`src/verilog/sacl_pkg.sv`:
```
// Package for the servo alarm and deviation-clear output block
package sacl_pkg;

  // ------------------------------------------------------------
  // Register map
  // ------------------------------------------------------------
  localparam logic [11:0] SACL_ENV_OFS = 12'h000;
  localparam logic [11:0] SACL_CTL_OFS = 12'h004;
  localparam logic [11:0] SACL_STAT_OFS = 12'h008;

  // ------------------------------------------------------------
  // Field positions in the environment word
  // ------------------------------------------------------------
  localparam int SACL_ALM_STOP_POS = 8;
  localparam int SACL_ALM_POL_POS = 9;
  localparam int SACL_CLR_ABRUPT_POS = 10;
  localparam int SACL_CLR_HOME_POS = 11;
  localparam int SACL_PW_POS = 12;
  localparam logic [31:0] SACL_ENV_RST = 32'h0000_0000;
  localparam logic [31:0] SACL_ENV_MASK = 32'h0000_7f00;

  // ------------------------------------------------------------
  // Timing
  // ------------------------------------------------------------
  localparam int SACL_CLK_MHZ = 125;
  localparam int SACL_PW0_NS = 12000;
  localparam int SACL_PW1_NS = 102000;
  localparam int SACL_PW2_NS = 409000;
  localparam int SACL_PW3_NS = 1600000;
  localparam int SACL_PW0_CYC = SACL_PW0_NS * SACL_CLK_MHZ / 1000;
  localparam int SACL_PW1_CYC = SACL_PW1_NS * SACL_CLK_MHZ / 1000;
  localparam int SACL_PW2_CYC = SACL_PW2_NS * SACL_CLK_MHZ / 1000;
  localparam int SACL_PW3_CYC = SACL_PW3_NS * SACL_CLK_MHZ / 1000;

  // ------------------------------------------------------------
  // Types
  // ------------------------------------------------------------
  typedef struct packed {
    logic [2:0] clear_pulse_width_sel;
    logic auto_clear_on_home_done;
    logic auto_clear_on_abrupt_stop;
    logic alarm_input_polarity;
    logic alarm_stop_type_sel;
  } sacl_cfg_t;

  typedef struct packed {
    logic end_limit_stop;
    logic alarm_stop;
    logic emergency_stop;
    logic decel_stop;
    logic home_done;
  } sacl_evt_t;

  typedef enum logic [1:0] {
    SACL_STOP_NONE,
    SACL_STOP_ABRUPT,
    SACL_STOP_DECEL
  } sacl_stop_t;

endpackage : sacl_pkg

```
`src/verilog/sacl_top.sv`:
```
// Servo alarm handling and automatic deviation-clear pulse for one axis
//
// Design decisions made here: the register offsets and register access over APB.
`timescale 1ns/1ns

// How it works
// - Bit 8 picks whether an active alarm stops the axis at once (0) or by deceleration (1).
// - Bit 9 sets alarm polarity, 0 meaning low is active and 1 meaning high is active.
// - With bit 10 set, an abrupt stop from end limit, alarm or emergency input fires a clear pulse, except an alarm edge in the cycle of decel_stop_done.
// - A deceleration stop never fires the automatic clear pulse.
// - In feed-to-end-limit mode an abrupt end-limit stop still fires the clear pulse.
// - With bit 11 set, completion of a zero return fires a clear pulse.
// - Width code 000/001/010/011 gives 12 us, 102 us, 409 us or 1.6 ms of clear pulse.
module sacl_top #(
  parameter int PW0_CYC = sacl_pkg::SACL_PW0_CYC,
  parameter int PW1_CYC = sacl_pkg::SACL_PW1_CYC,
  parameter int PW2_CYC = sacl_pkg::SACL_PW2_CYC,
  parameter int PW3_CYC = sacl_pkg::SACL_PW3_CYC
) (
  input wire logic pclk,
  input wire logic presetn,
  input wire logic psel,
  input wire logic penable,
  input wire logic pwrite,
  input wire logic [11:0] paddr,
  input wire logic [31:0] pwdata,
  output logic [31:0] prdata,
  output logic pready,
  output logic pslverr,
  input wire logic alarm_in,
  input wire logic end_limit_stop,
  input wire logic emergency_stop_in,
  input wire logic decel_stop_done,
  input wire logic home_done,
  input wire logic feed_to_limit_mode,
  output logic alarm_active,
  output sacl_pkg::sacl_stop_t alarm_stop_req,
  output logic deviation_clear_out
);
  import sacl_pkg::*;

  // ------------------------------------------------------------
  // Register bus
  // ------------------------------------------------------------
  logic [31:0] env_reg, env_next;
  logic [31:0] rdata_reg, rdata_next;
  logic err_reg, err_next;
  logic [1:0] reserved_hits_reg, reserved_hits_next;
  sacl_cfg_t cfg;
  logic setup;
  logic wr_acc;
  logic hits_clr;

  assign setup = psel && !penable;
  assign wr_acc = psel && penable && pwrite;
  // No wait states: every access completes in two cycles
  assign pready = 1'b1;
  assign prdata = rdata_reg;
  assign pslverr = err_reg;

  assign cfg.alarm_stop_type_sel = env_reg[SACL_ALM_STOP_POS];
  assign cfg.alarm_input_polarity = env_reg[SACL_ALM_POL_POS];
  assign cfg.auto_clear_on_abrupt_stop = env_reg[SACL_CLR_ABRUPT_POS];
  assign cfg.auto_clear_on_home_done = env_reg[SACL_CLR_HOME_POS];
  assign cfg.clear_pulse_width_sel = env_reg[SACL_PW_POS +: 3];

  // ------------------------------------------------------------
  // Deviation-clear pulse timer
  // ------------------------------------------------------------
  // Wide enough for the longest width at any sensible clock
  logic [31:0] pulse_cnt_reg, pulse_cnt_next;
  logic clear_reg, clear_next;
  logic alarm_q_reg, alarm_q_next;
  logic fire;
  logic width_ok;
  logic alarm_lvl;
  logic [31:0] width_cyc;

  function automatic logic [31:0] width_of(input logic [2:0] code);
    case (code)
      3'h0: width_of = 32'(PW0_CYC);
      3'h1: width_of = 32'(PW1_CYC);
      3'h2: width_of = 32'(PW2_CYC);
      3'h3: width_of = 32'(PW3_CYC);
      // Reserved codes give zero, so no pulse is ever timed
      default: width_of = 32'h0000_0000;
    endcase
  endfunction : width_of

  assign width_cyc = width_of(cfg.clear_pulse_width_sel);
  assign width_ok = (width_cyc != 32'h0000_0000);

  assign alarm_lvl = cfg.alarm_input_polarity ? alarm_in : !alarm_in;
  assign alarm_active = alarm_lvl;

  always_comb begin
    if (!alarm_lvl) begin
      alarm_stop_req = SACL_STOP_NONE;
    end else if (cfg.alarm_stop_type_sel) begin
      alarm_stop_req = SACL_STOP_DECEL;
    end else begin
      alarm_stop_req = SACL_STOP_ABRUPT;
    end
  end

  always_comb begin
    logic abrupt;
    abrupt = 1'b0;
    // abrupt stop sources; limit stop counts even in feed-to-limit mode
    if ((end_limit_stop || feed_to_limit_mode && end_limit_stop) || emergency_stop_in ||
        (alarm_lvl && !alarm_q_reg && !cfg.alarm_stop_type_sel)) begin
      abrupt = 1'b1;
    end
    // deceleration stop never clears
    // Decel and abrupt in one cycle: an end-limit or emergency source wins, an alarm edge is dropped
    if (decel_stop_done) begin
      abrupt = abrupt && (end_limit_stop || emergency_stop_in);
    end
    fire = (abrupt && cfg.auto_clear_on_abrupt_stop) ||
           (home_done && cfg.auto_clear_on_home_done);
  end

  // ------------------------------------------------------------
  // Register bus state
  // ------------------------------------------------------------
  always_comb begin
    env_next = env_reg;
    rdata_next = rdata_reg;
    err_next = 1'b0;
    hits_clr = 1'b0;
    if (wr_acc) begin
      if (paddr == SACL_ENV_OFS) begin
        // Reserved environment bits always read back as zero
        env_next = pwdata & SACL_ENV_MASK;
      end else if (paddr == SACL_CTL_OFS) begin
        hits_clr = pwdata[0];
      end else if (paddr != SACL_STAT_OFS) begin
        err_next = 1'b1;
      end
    end
    // Read data captured at setup; the access phase only presents it
    if (setup) begin
      if (paddr == SACL_ENV_OFS) begin
        rdata_next = env_reg;
      end else if (paddr == SACL_CTL_OFS) begin
        rdata_next = 32'h0000_0000;
      end else if (paddr == SACL_STAT_OFS) begin
        rdata_next = {27'h0, reserved_hits_reg, clear_reg, alarm_lvl, width_ok};
      end else begin
        rdata_next = 32'h0000_0000;
      end
    end
    // Unmapped reads answer zero and flag an error one cycle late
    if (psel && penable && !pwrite && paddr != SACL_ENV_OFS && paddr != SACL_CTL_OFS &&
        paddr != SACL_STAT_OFS) begin
      err_next = 1'b1;
    end
  end

  always_ff @(posedge pclk or negedge presetn) begin
    if (!presetn) begin
      env_reg <= SACL_ENV_RST;
      rdata_reg <= 32'h0000_0000;
      err_reg <= 1'b0;
    end else begin
      env_reg <= env_next;
      rdata_reg <= rdata_next;
      err_reg <= err_next;
    end
  end

  // ------------------------------------------------------------
  // Clear pulse state
  // ------------------------------------------------------------
  always_comb begin
    reserved_hits_next = reserved_hits_reg;
    pulse_cnt_next = pulse_cnt_reg;
    clear_next = clear_reg;
    // Edge on the active level, so a held alarm fires once
    alarm_q_next = alarm_lvl;
    // Software clear loses to a hit in the same cycle
    if (hits_clr) begin
      reserved_hits_next = 2'h0;
    end
    // A new trigger mid-pulse reloads the full width
    if (clear_reg) begin
      if (pulse_cnt_reg <= 32'h0000_0001) begin
        clear_next = 1'b0;
        pulse_cnt_next = 32'h0000_0000;
      end else begin
        pulse_cnt_next = pulse_cnt_reg - 32'h0000_0001;
      end
    end
    // reserved width code suppresses the pulse
    // Saturating, so software still sees that a hit happened
    if (fire && !width_ok) begin
      reserved_hits_next = (reserved_hits_next == 2'h3) ? 2'h3 : reserved_hits_next + 2'h1;
    end else if (fire) begin
      clear_next = 1'b1;
      pulse_cnt_next = width_cyc;
    end
  end

  always_ff @(posedge pclk or negedge presetn) begin
    if (!presetn) begin
      reserved_hits_reg <= 2'h0;
      pulse_cnt_reg <= 32'h0000_0000;
      clear_reg <= 1'b0;
      alarm_q_reg <= 1'b0;
    end else begin
      reserved_hits_reg <= reserved_hits_next;
      pulse_cnt_reg <= pulse_cnt_next;
      clear_reg <= clear_next;
      alarm_q_reg <= alarm_q_next;
    end
  end

  assign deviation_clear_out = clear_reg;

endmodule : sacl_top

```
`config.mk`:
```
export PLATFORM = sky130hd
export DESIGN_NAME = sacl_top
export DESIGN_NICKNAME = d
export VERILOG_FILES = /design/src/verilog/sacl_pkg.sv /design/src/verilog/sacl_top.sv
export SDC_FILE = /design/constraint.sdc
export NUM_CORES = 1
export LEC_CHECK = 0
export ABC_AREA = 1
export BUFFER_PORTS_ARGS = -buffer_cell sky130_fd_sc_hd__buf_2
export CAP_MARGIN = 20
export CORE_MARGIN = 8
export CORE_UTILIZATION = 53
export DETAILED_ROUTE_END_ITERATION = 10
export PLACE_DENSITY = 0.82
export RECOVER_POWER = 100
export SYNTH_ARGS = -nofsm -noshare
export SYNTH_HDL_FRONTEND = slang
export SYNTH_SLANG_ARGS = --single-unit
```
`constraint.sdc`:
```
create_clock -name pclk -period 1.9 [get_ports pclk]
set_input_delay 0.38 -clock pclk [delete_from_list [all_inputs] [get_ports pclk]]
set_output_delay 0.38 -clock pclk [all_outputs]
set_load 0.1 [all_outputs]
```
### Yosys cells after proc, flatten, opt, wreduce, memory -nomap -nowiden

Index checks and enable logic that the tools add are counted.

| storage, ports and cells | value |
|---|---|
| flip-flop bits (word level) | 76 |
| output and inout bits | 38 |

| operators by class | value |
|---|---|
| add/subtract/negate cells | 2 |
| order comparisons | 1 |
| equality and inequality tests | 8 |
| mux-type cells | 28 |
| reductions and logical operators | 30 |

Operators by type and width:

| cell | count |
|---|---|
| $mux 32 | 4 |
| $pmux 18 s4 | 1 |
| $le 32x1->1 const B | 1 |
| $reduce_bool 32->1 | 1 |
| $sub 32x1->32 const B | 1 |
| $mux 1 | 15 |
| $mux 15 | 1 |
| $logic_and 1x1->1 | 14 |
| $eq 12x3->1 const B | 1 |
| $eq 12x4->1 const B | 1 |
| $logic_not 12->1 | 1 |
| $ne 12x3->1 const B | 1 |
| $ne 12x4->1 const B | 1 |
| $reduce_bool 12->1 | 1 |
| $mux 2 | 5 |
| $mux 5 | 2 |
| $eq 3x2->1 const B | 2 |
| $logic_not 1->1 | 6 |
| $logic_or 1x1->1 | 5 |
| $eq 3x1->1 const B | 1 |
| $logic_not 3->1 | 1 |
| $add 2x1->2 const B | 1 |
| $eq 2x2->1 const B | 1 |
| $reduce_and 2->1 | 1 |

### Logic depth before layout (Yosys ltp)

Gate-level depths: netlist (run 1).

| depth | value |
|---|---|
| depth in word-level cells | 12 |
| mapped depth | 13 |
| depth with buffers taken out | 12 |

### Worst setup path before layout (run 1)

Ideal clock, no wire load.

| timing path | value |
|---|---|
| path type | register to output |
| start point | register env_reg[9] |
| end point | output port alarm_stop_req[0] |
| arrival | 2.618 ns |
| data required time | 1.520 ns |
| slack | -1.098 ns |
| stages on the path, launching flop included | 6 |
| path buffers | 0 |
| cells stage by stage | dfrtp_1 inv_1 nand2_1 nand2_1 inv_1 nor2_1 |

| between the ends | value |
|---|---|
| longest elaborated chain between the ends | 2 |

Ends and longest elaborated chain:

| element | line | RTL |
|---|---|---|
| from (decl) | sacl_top.sv:45 | `logic [31:0] env_reg, env_next;` |
| from (signal assigned) | sacl_top.sv:166 | `env_reg <= env_next;` |
| $mux 1 | sacl_top.sv:93 | `assign alarm_lvl = cfg.alarm_input_polarity ? alarm_in : !alarm_in;` |
| named net alarm_active | sacl_top.sv:36 | `output logic alarm_active,` |
| $mux 2 | sacl_top.sv:97 | `if (!alarm_lvl) begin` |
| to (decl) | sacl_top.sv:37 | `output sacl_pkg::sacl_stop_t alarm_stop_req,` |

The timed path passes the listed nets, and every way through them passes these cells.

### Worst setup path in the final report (run 1)

| timing path | value |
|---|---|
| start point | register clear_reg, in the netlist deviation_clear_out |
| end point | output port deviation_clear_out |

RTL lines:

| element | line | RTL |
|---|---|---|
| from (decl) | sacl_top.sv:72 | `logic clear_reg, clear_next;` |
| from (signal assigned) | sacl_top.sv:213 | `clear_reg <= clear_next;` |
| to (decl) | sacl_top.sv:38 | `output logic deviation_clear_out` |

No word-level cell between the ends.

==> metrics, run 1 <==
routability cong. 0.883; worst hold start pwdata[11]; Antenna Nets Post-Route 0; Sw Pwr 0.897 mW; final setup fails 0; Post-synth EDFFs 0; post-synthesis xor/xnor area fraction 0.0337; Die Footprint 9190 um^2; count of cell types in the netlist 35; critical path fanouts, max 14; Worst R2R Start pulse_cnt_reg[0]; GRT Resource Usage Total 0.184; Yosys warnings 0; total wire length 7930 um; Slew Limit Fails 0; FILL cells 554; vias in the first global route a little over 3000; Hold WC Path Type in -> reg; max-cap violations 0; number of nets in the layout 562; # diodes 0; minimum clock period around 1800 ps; area share of fa/ha/maj cells after synthesis 0.00740; mux contribution to synthesized area 0; Die Y 95.9 um; switching share of power 0.330; crit-path cells buf_2; Mapped Avg Cell Area around 7.5 um^2; Hold Vio Cnt, Final 0; Vias 2984; clock skew 10.5 ps; largest family of logic cells by synthesized area simple AND/OR/NAND/NOR gates; Worst-path clk slew 110 ps; Comb pwr share 0.204; clk_lat worst skew roughly 320 ps; cell-internal power 1.82 mW; Final WS setup 89.0 ps; crit path DAT about 1400 ps; Starting Density 0.539; Root Buffer clkbuf_8; critical path launch point deviation_clear_out; Worst Path Buf+Inv 1; clock network power share 0.299; IO buf count 46; drt wl/cell 13.6 um; RSZ-0062 raised after global routing false; #FFs+latches synth 56; # resized after CTS 0; part of the power in registers 0.497; DRT iter0 DRCs 158; register area 1400 um^2; CTS tree built; CTS max path bufs 2; Pleak 2.00 nW; Synth Instances approximately 450; Fin Setup TNS 0 ps; die width 95.9 um; Cells after DPL 575; Clock Sinks 56; Max Fclk ~0.55 GHz; final hold slack 297 ps; post-CTS setup buffer count 0; IR drop worst, VDD approximately 0.44 mV; layout cell share with drive strength beyond 1 0.192; crit path launch type flop; critical path's slowest cell dfrtp_2; max reg flops 32; Mapped Area between 3000 and 4000 um^2; pre-CTS setup slack 125 ps; outcome finished clean; largest net degree at the start of global routing 57; async set-reset flop share out of synthesis 1.00; sequential cell area fraction in the yosys report 0.414; Row Count 29; Main synth FF type dfrtp_1; antenna violations before repair 0; Slew HR 0.0924; Post-Layout Cell Count between 500 and 600; Synth Area in Compound Gates 0.0792; Setup crit end kind primary output; Vias/cell slightly above 5; num ports 93; Pre-Repair DR Iteration Count 4; first-pass GRT wire length 13500 um; fin crit share 0.953; Pwr Density 715 nW/um^2; Multi-input gate area 1620 um^2; total CTS buffers 5; hold-fix buffer count after cts 0; CP max stage delay 610 ps; Worst-Margin Slew 1360 ps; CP top delay family flip-flops; core footprint 6280 um^2; DP HPWL 6230 um; Area Growth Syn to Fin 12.3%; post-synthesis simple-gate area fraction 0.334; gr ovfl total 0; Remaining DRCs 0; H-tree depth 2; critical setup path kind reg -> out; Worst Path Required 1520 ps
-- Yosys cell counts, types with 2 or more instances --
cell type | count | area [um^2]
nand4_1 | 9 | 56.3
nor2_2 | 10 | 62.6
ha_1 | 2 | 25.0
nor2_4 | 6 | 67.6
inv_2 | 4 | 15.0
xnor2_1 | 2 | 17.5
conb_1 | 2 | 7.51
nor3_1 | 10 | 50.1
o31ai_1 | 7 | 52.6
dfrtp_1 | 56 | 1400
nand2_2 | 6 | 37.5
buf_4 | 23 | 173
nand3b_1 | 3 | 22.5
o21ai_1 | 2 | 10.0
nand3_4 | 2 | 35.0
nand2_1 | 106 | 398
o21ai_0 | 17 | 85.1
nand3_1 | 27 | 135
xor2_1 | 11 | 96.3
nor2_1 | 56 | 210
o22ai_1 | 2 | 12.5
a21oi_1 | 17 | 85.1
buf_2 | 3 | 15.0
or2_2 | 2 | 12.5
inv_1 | 57 | 214
-- logic make-up (layout without fill, tap and decap cells) --
kind of cell | after synthesis | after routing
xor+xnor | 13 | 13
other cells | 2 | 21
simple gates | 241 | 241
flops | 56 | 56
compound gates | 48 | 48
buf+inv | 90 | 125
fa+ha+maj | 2 | 2
-- routing by layer --
| layer | global-route usage | vias to the layer above | routed length [um] | part of all wire |
|---|---|---|---|---|
| met5 | 0 | - | 0 | 0 |
| met4 | 0.0679 | 0 | 89 | 0.011 |
| met3 | 0.0468 | 8 | 478 | 0.060 |
| met2 | 0.320 | 85 | 4040 | 0.51 |
| met1 | 0.214 | 1406 | 3320 | 0.42 |
| li1 | - | 1485 | - | - |
-- metrics by stage --
stage	cell area (um^2)	total power, mW	utilization
finish	3800	2.72	0.605
global route	3800	2.83	0.605
CTS	3840	2.73	0.612
detailed placement	3720	1.93	0.593
global placement	3720	1.91	0.593
floorplan	3480	1.83	-
-- layout by cell type, fill, tap and decap left out, types with 4 or more instances in the layout --
cell,Yosys,routed
a21oi_1,17,17
buf_2,3,31
buf_4,23,5
clkbuf_2,0,15
clkbuf_8,0,5
conb_1,2,21
dfrtp_1,56,55
inv_1,57,57
inv_2,4,4
nand2_1,106,106
nand2_2,6,5
nand3_1,27,27
nand4_1,9,9
nor2_1,56,54
nor2_2,10,10
nor2_4,6,8
nor3_1,10,11
o21ai_0,17,19
o31ai_1,7,7
xor2_1,11,11
-- final timing paths --
path	to	slack, ps	depth (start not counted)
min in group asynchronous	prdata[4]	450	2
min reg2reg	prdata[9]	500	2
max	deviation_clear_out	90	1
max in group asynchronous	deviation_clear_out	570	2
max reg2reg	pulse_cnt_reg[11]	100	9
min	env_reg[11]	300	3
-- power by group through the flow --
stage | Sequential, mW | Clock (mW) | Combinational, mW
final | 1.35 | 0.812 | 0.554
after global placement | 1.36 | 0 | 0.545
after global routing | 1.36 | 0.868 | 0.604
after floorplan | 1.36 | 0 | 0.468
after CTS | 1.35 | 0.825 | 0.559
after detailed placement | 1.37 | 0 | 0.555
-- cell type report --
class | count | area share
timing repair buffer | 55 | 0.0860
tap | 77 | 0.0254
inverter | 62 | 0.0619
sequential | 56 | 0.369
clock inverter | 3 | 0.0122
multi-input combinational | 325 | 0.427
clock buffer | 5 | 0.0181
Note: power is estimated with default switching activity, not from simulation.
==> inputs of run 2 (changes only) <==
==> constraint.sdc (replaced) <==
create_clock -name pclk -period 1.8 [get_ports pclk]
set_input_delay 0.36 -clock pclk [delete_from_list [all_inputs] [get_ports pclk]]
set_output_delay 0.36 -clock pclk [all_outputs]
set_load 0.1 [all_outputs]
==> run 2 against run 1 <==
  * Core utilization is 1.1 points higher
  * Clock skew is 4.7 ps lower
  * Via count is 0.57% higher
  * Design area is 1.8% higher
  * Wire length is 0.15% higher
  * Clock power is 7.1% higher
  * Combinational power is 7.4% higher
==> metrics, run 2 (synthesized netlist as in run 1, its figures left out) <==
drt wl/cell 13.6 um (-0.19%); GRT Resource Usage Total 0.177 (-0.00695); Final Util 0.616 (+0.0110); Pleak 2.03 nW (+1.5%); clk_lat worst skew 320 ps (about the same); largest net degree at the start of global routing 38 (-33%); max reg flops 32 (unchanged); met2 Use GR 0.299 (-0.0206); routability cong. 0.924 (+4.7%); CTS tree built; Setup crit end kind primary output; clock skew 5.83 ps (-4.69 ps); number of nets in the layout 564 (+0.36%); register area 1400 um^2 (about the same); Die Footprint 9190 um^2 (unchanged); layout cell share with drive strength beyond 1 0.197 (+0.00515); critical setup path kind reg -> out; Area Growth Syn to Fin 14.4%; Pre-Repair DR Iteration Count 4 (unchanged); Max Fclk 0.563 GHz; num ports 93 (unchanged); part of the power in registers 0.492 (-0.005); outcome finished clean; crit path launch type flop; GRT busiest layer met2; Worst-path clk slew 110 ps (about the same); gr ovfl total 0 (unchanged); max-cap violations 0 (unchanged); final setup fails 0 (unchanged); commonest non-fill, non-tap cell in the layout nand2_1; Remaining DRCs 0 (unchanged); Worst-Margin Slew 1120 ps (-243 ps); total CTS buffers 5 (unchanged); total wire length 7940 um (+0.15%); cell-internal power 1.92 mW (+5.8%); Vias/cell 5.13 (+0.23%); Pwr Density 746 nW/um^2 (+4.3%); die width 95.9 um (unchanged); hold-fix buffer count after cts 0 (unchanged); commonest non-fill, non-tap cells in the layout nand2_1 (104), inv_1 (56), dfrtp_1 (56); Hold WC Path Type in -> async; H-tree depth 2 (unchanged); Row Count 29 (unchanged); clock network power share 0.302 (+0.003); Antenna Nets Post-Route 0 (unchanged); Multi-input gate area 1650 um^2 (+1.6%); Hold Vio Cnt, Final 0 (unchanged); final hold slack 218 ps (-78.8 ps); Comb pwr share 0.206 (+0.002); first-pass GRT wire length 13000 um (-3.7%); met3 Use GR 0.0546 (+0.00780); Sw Pwr 0.960 mW (+7.1%); antenna violations before repair 0 (unchanged); FILL cells 547 (-1.3%); # diodes 0 (unchanged); switching share of power 0.333 (+0.00262); crit path DAT 1420 ps (about the same); DP HPWL 6170 um (-0.91%); vias in the first global route 2973 (-2.6%); RSZ-0062 raised after global routing true; minimum clock period 1780 ps; Worst Path Required 1440 ps (-80 ps); Root Buffer clkbuf_8; Starting Density 0.539 (unchanged); fin crit share 0.986; Vias 3001 (+0.57%); CTS max path bufs 2 (unchanged); core footprint 6280 um^2 (unchanged); GR Util met1 0.206 (-0.00820); DRT iter0 DRCs 89 (-44%); Slew Limit Fails 0 (unchanged); critical path fanouts, max 4 (-10); Die Y 95.9 um (unchanged); Slew HR 0.254 (+0.162); IO buf count 46 (unchanged); Clock Sinks 56 (unchanged); IR drop worst, VDD 0.460 mV (+3.8%)
==> run 2: final timing paths <==
kind                                       start                end  slack [ps]  cells past startpoint
worst max-delay path                  env_reg[9]  alarm_stop_req[0]          20                      6
worst min-delay path                     presetn  pulse_cnt_reg[23]         220                      1
worst max register to register  pulse_cnt_reg[0]  pulse_cnt_reg[19]          90                      9
worst min register to register         prdata[4]          prdata[4]         500                      2
max in group asynchronous                presetn   pulse_cnt_reg[8]         400                      2
min in group pclk                     pwdata[10]        env_reg[10]         280                      3
==> run 2: area by class of cell <==
cell class / count / area share
Timing Repair Buffer: 57 / 0.0945
Clock inverter: 3 / 0.0123
Inverter: 62 / 0.0618
Clock buffer: 5 / 0.0178
Multi-Input combinational cell: 325 / 0.426
Sequential cell: 56 / 0.362
Tap cell: 77 / 0.0249
==> run 2: metrics by stage <==
| stage | total power [mW] | setup TNS (ps) | worst slack [ps] | cells | instance area [um^2] |
|---|---|---|---|---|---|
| detailed placement | 2.04 | 0 | 38.8 | 575 | 3760 |
| finish | 2.88 | 0 | 24.9 | 585 | 3870 |
| global route | 3.00 | -223 | -49.1 | 585 | 3870 |
| CTS | 2.90 | 0 | 6.87 | 583 | 3880 |
| global placement | 2.02 | 0 | 75.3 | 575 | 3760 |
| floorplan | 1.94 | 0 | 37.1 | 471 | 3490 |
==> run 2: timing repair <==
| item | 4_1_cts | 5_1_grt |
|---|---|---|
| resized for setup | 1 | 8 |
| setup buffers | 0 | 2 |
| pin swaps | 0 | 6 |
| endpoints found under the setup margin | 2 | 23 |
==> run 2: critical path: stages (launching register included) <==
cell and delay (ps):
dfrtp_1 410, inv_2 90, nand2_4 70, nand2_8 80, clkinvlp_4 120, nor2_4 140
buf_12 180
==> run 2: layer usage <==
layer | share of wire | vias to the layer above
met5 | 0 | -
met4 | 0.016 | 0
met3 | 0.071 | 12
li1 | - | 1499
met2 | 0.49 | 103
met1 | 0.42 | 1387
==> run 2: power groups by stage <==
stage,clock network (mW),registers [mW],logic [mW]
floorplan,0,1.44,0.496
global placement,0,1.44,0.582
detailed placement,0,1.45,0.593
CTS,0.884,1.42,0.601
global route,0.925,1.43,0.646
finish,0.870,1.42,0.595
==> inputs of run 3 (changes only) <==
--- a/config.mk
+++ b/config.mk
@@ -5,13 +5,12 @@
 export SDC_FILE = /design/constraint.sdc
 export NUM_CORES = 1
 export LEC_CHECK = 0
-export ABC_AREA = 1
 export BUFFER_PORTS_ARGS = -buffer_cell sky130_fd_sc_hd__buf_2
 export CAP_MARGIN = 20
 export CORE_MARGIN = 8
-export CORE_UTILIZATION = 53
+export CORE_UTILIZATION = 51
 export DETAILED_ROUTE_END_ITERATION = 10
-export PLACE_DENSITY = 0.82
+export PLACE_DENSITY = 0.81
 export RECOVER_POWER = 100
 export SYNTH_ARGS = -nofsm -noshare
 export SYNTH_HDL_FRONTEND = slang
==> run 3 against run 2 <==
  * The flow now finishes with violations (setup timing)
  * Via count decreased by 21%
  * Global-route usage increased by 0.60 points
  * Highest routed layer unchanged
  * Critical endpoint is now pulse_cnt_reg[28]
  * Largest cell class unchanged
  * Critical path type is now reg -> reg
  * Final cell count decreased by 22%
  * Sequential power decreased by 11%
  * Non-clock buffer count increased by 52
==> metrics, run 3 <==
CTS tree built; hold path cells 3; num ports 93 (unchanged); register area 1410 um^2 (+0.27%); Root Buffer clkbuf_8; post-synthesis simple-gate area fraction 0.211 (-0.122); IR drop worst, VDD 0.393 mV (-15%); Die Y 91.4 um (-4.7%); Vias/cell 5.23 (+2.0%); Slew Limit Fails 0 (unchanged); Slew HR 0.0674 (-0.187); post-synthesis xor/xnor area fraction 0.0786 (+0.0450); commonest non-fill, non-tap cell in the layout dfrtp_1; largest family of logic cells by synthesized area simple AND/OR/NAND/NOR gates; number of nets in the layout 439 (-22%); crit path DAT 2300 ps (+880 ps); final setup fails 33 (+33); Worst Path Required 2050 ps (+610 ps); Pwr Density 595 nW/um^2 (-20%); sequential cell area fraction in the yosys report 0.484 (+0.0694); drt wl/cell 16.0 um (+18%); length in cells of the worst reg-to-reg path 5 (-4); commonest non-fill, non-tap cells in the layout dfrtp_1 (55), buf_4 (50), buf_2 (29); critical setup path kind reg -> reg; count of cell types in the netlist 47 (+34%); crit path launch type flop; post-synth top area share 0.484 (+0.0694); Hold WC Path Type in -> reg; Vias 2381 (-21%); gr ovfl total 0 (unchanged); Clock Sinks 56 (unchanged); die width 91.4 um (-4.7%); Antenna Nets Post-Route 0 (unchanged); Area Growth Syn to Fin 33.4%; Post-synth EDFFs 0 (unchanged); core footprint 5510 um^2 (-12%); mux contribution to synthesized area 0.0268 (+0.0268); total wire length 7270 um (-8.4%); largest net degree at the start of global routing 29 (-24%); area share of fa/ha/maj cells after synthesis 0.00864 (+0.00124); fin crit share 1.14 (+0.151); Yosys warnings 0 (unchanged); clk_lat worst skew 320 ps (about the same); DRT iter0 DRCs 114 (+28%); max reg flops 32 (unchanged); first-pass GRT wire length 12600 um (-3.7%); Starting Density 0.526 (-0.0128); area leader, netlist dfrtp_1; R2R setup slack -250 ps (-340 ps); total CTS buffers 5 (unchanged); # diodes 0 (unchanged); Row Count 27 (-6.9%); FILL cells 387 (-29%); Mapped Area 2900 um^2 (-14%); Max Fclk 0.489 GHz (-13%); leading post-synthesis cells by cell area dfrtp_1 (48%), buf_4 (5.4%), xor2_1 (5.1%); routability cong. 0.810 (-12%); hold-fix buffer count after cts 0 (unchanged); Hold Vio Cnt, Final 0 (unchanged); #FFs+latches synth 56 (unchanged); Worst Hold End env_reg[14]; Synth Instances 274 (-39%); antenna violations before repair 0 (unchanged); Pleak 1.89 nW (-7.0%); Post-synth top cells dfrtp_1 (56), nor2_1 (25), buf_4 (21), o21ai_0 (17), xor2_1 (17); outcome finished with violations; Synth Area in Compound Gates 0.117 (+0.0379); top-count cell post-synth dfrtp_1; Remaining DRCs 0 (unchanged); failing checks setup timing; Tot Pwr 2.30 mW (-20%); Worst R2R Start pulse_cnt_reg[5]; IO buf count 46 (unchanged); CTS max path bufs 2 (unchanged); H-tree depth 2 (unchanged); Final WS setup -246 ps (-271 ps); layout cell share with drive strength beyond 1 0.384 (+0.187); DP HPWL 5310 um (-14%); Die Footprint 8350 um^2 (-9.2%); Worst R2R End pulse_cnt_reg[28]; Worst-path clk slew 100 ps (about the same); critical path fanouts, max 6 (+2); max-cap violations 0 (unchanged); Setup crit end kind flop; minimum clock period 2050 ps (+271 ps); clock skew 9.09 ps (+3.26 ps); vias in the first global route 2666 (-10%); async set-reset flop share out of synthesis 1.00 (unchanged); RSZ-0062 raised after global routing true; Worst-Margin Slew 1400 ps (+280 ps); Fin Setup TNS -6080 ps (-6080 ps); Multi-input gate area 1520 um^2 (-8.0%); Mapped Avg Cell Area 10.6 um^2 (+41%); Pre-Repair DR Iteration Count 4 (unchanged); Main synth FF type dfrtp_1; GRT Resource Usage Total 0.183 (+0.00598); worst hold start pwdata[14]
## run 3: timing repair
| item | in CTS | in global routing |
|---|---|---|
| pin swaps | 8 | 2 |
| cloned | 1 | 0 |
| endpoints found under the setup margin | 35 | 35 |
| buffers inserted | 5 | 0 |
| gates resized for setup | 17 | 2 |
## run 3: worst max-delay path by stage
stage,slack (ps),start,cells past startpoint,end
floorplan,-370,pulse_cnt_reg[8],5,pulse_cnt_reg[28]
global placement,-280,pulse_cnt_reg[8],6,pulse_cnt_reg[1]
detailed placement,-290,pulse_cnt_reg[8],6,pulse_cnt_reg[28]
CTS,-240,pulse_cnt_reg[5],5,pulse_cnt_reg[28]
global route,-360,pulse_cnt_reg[18],6,pulse_cnt_reg[17]
finish,-250,pulse_cnt_reg[5],5,pulse_cnt_reg[28]
## run 3: cells by family after synthesis
| logic type | after synthesis |
|---|---|
| AOI/OAI and AO/OA | 51 |
| xor gates and xnor gates | 26 |
| adders and majority gates | 2 |
| buffers and inverters | 31 |
| DFF | 56 |
| muxes | 7 |
| other | 2 |
| and+or+nand+nor | 99 |
## run 3: report_power, final
group	internal, mW	leakage [nW]	total, mW	switching (mW)
Clock	0.313	0.0445	0.713	0.400
Combinational	0.0486	1.10	0.321	0.272
Sequential	1.26	0.744	1.26	0.00251
## run 3: area by class of cell
type	count	share of cell area
inverters	4	0.00389
repair buffers	109	0.192
clock inverters	1	0.00194
flip-flops and latches	56	0.364
well taps	72	0.0233
multi-input cells	206	0.392
clock buffers	7	0.0223
## run 3: worst max-delay path, cell delays in order (launching register included)
cell and delay (ps):
dfrtp_1 400, or4_4 590, nor4_4 260, nand4b_4 170, or4_4 430, a21oi_2 140
## run 3: per-stage QoR
step	utilization	hold WS, ps	worst slack, ps	cell area (um^2)	instances
after floorplan	-	64.4	-368	3060	293
after global placement	0.669	399	-278	3680	441
after detailed placement	0.669	413	-291	3680	441
after CTS	0.707	65.6	-242	3890	455
after global routing	0.702	268	-359	3860	455
final	0.702	269	-246	3860	455
## run 3: routing by layer
layer	global-route usage	up-vias	wire, um
li1	-	1154	-
met1	0.200	1162	2980
met2	0.333	55	3800
met3	0.0510	10	364
met4	0.0614	0	120
met5	0	-	0
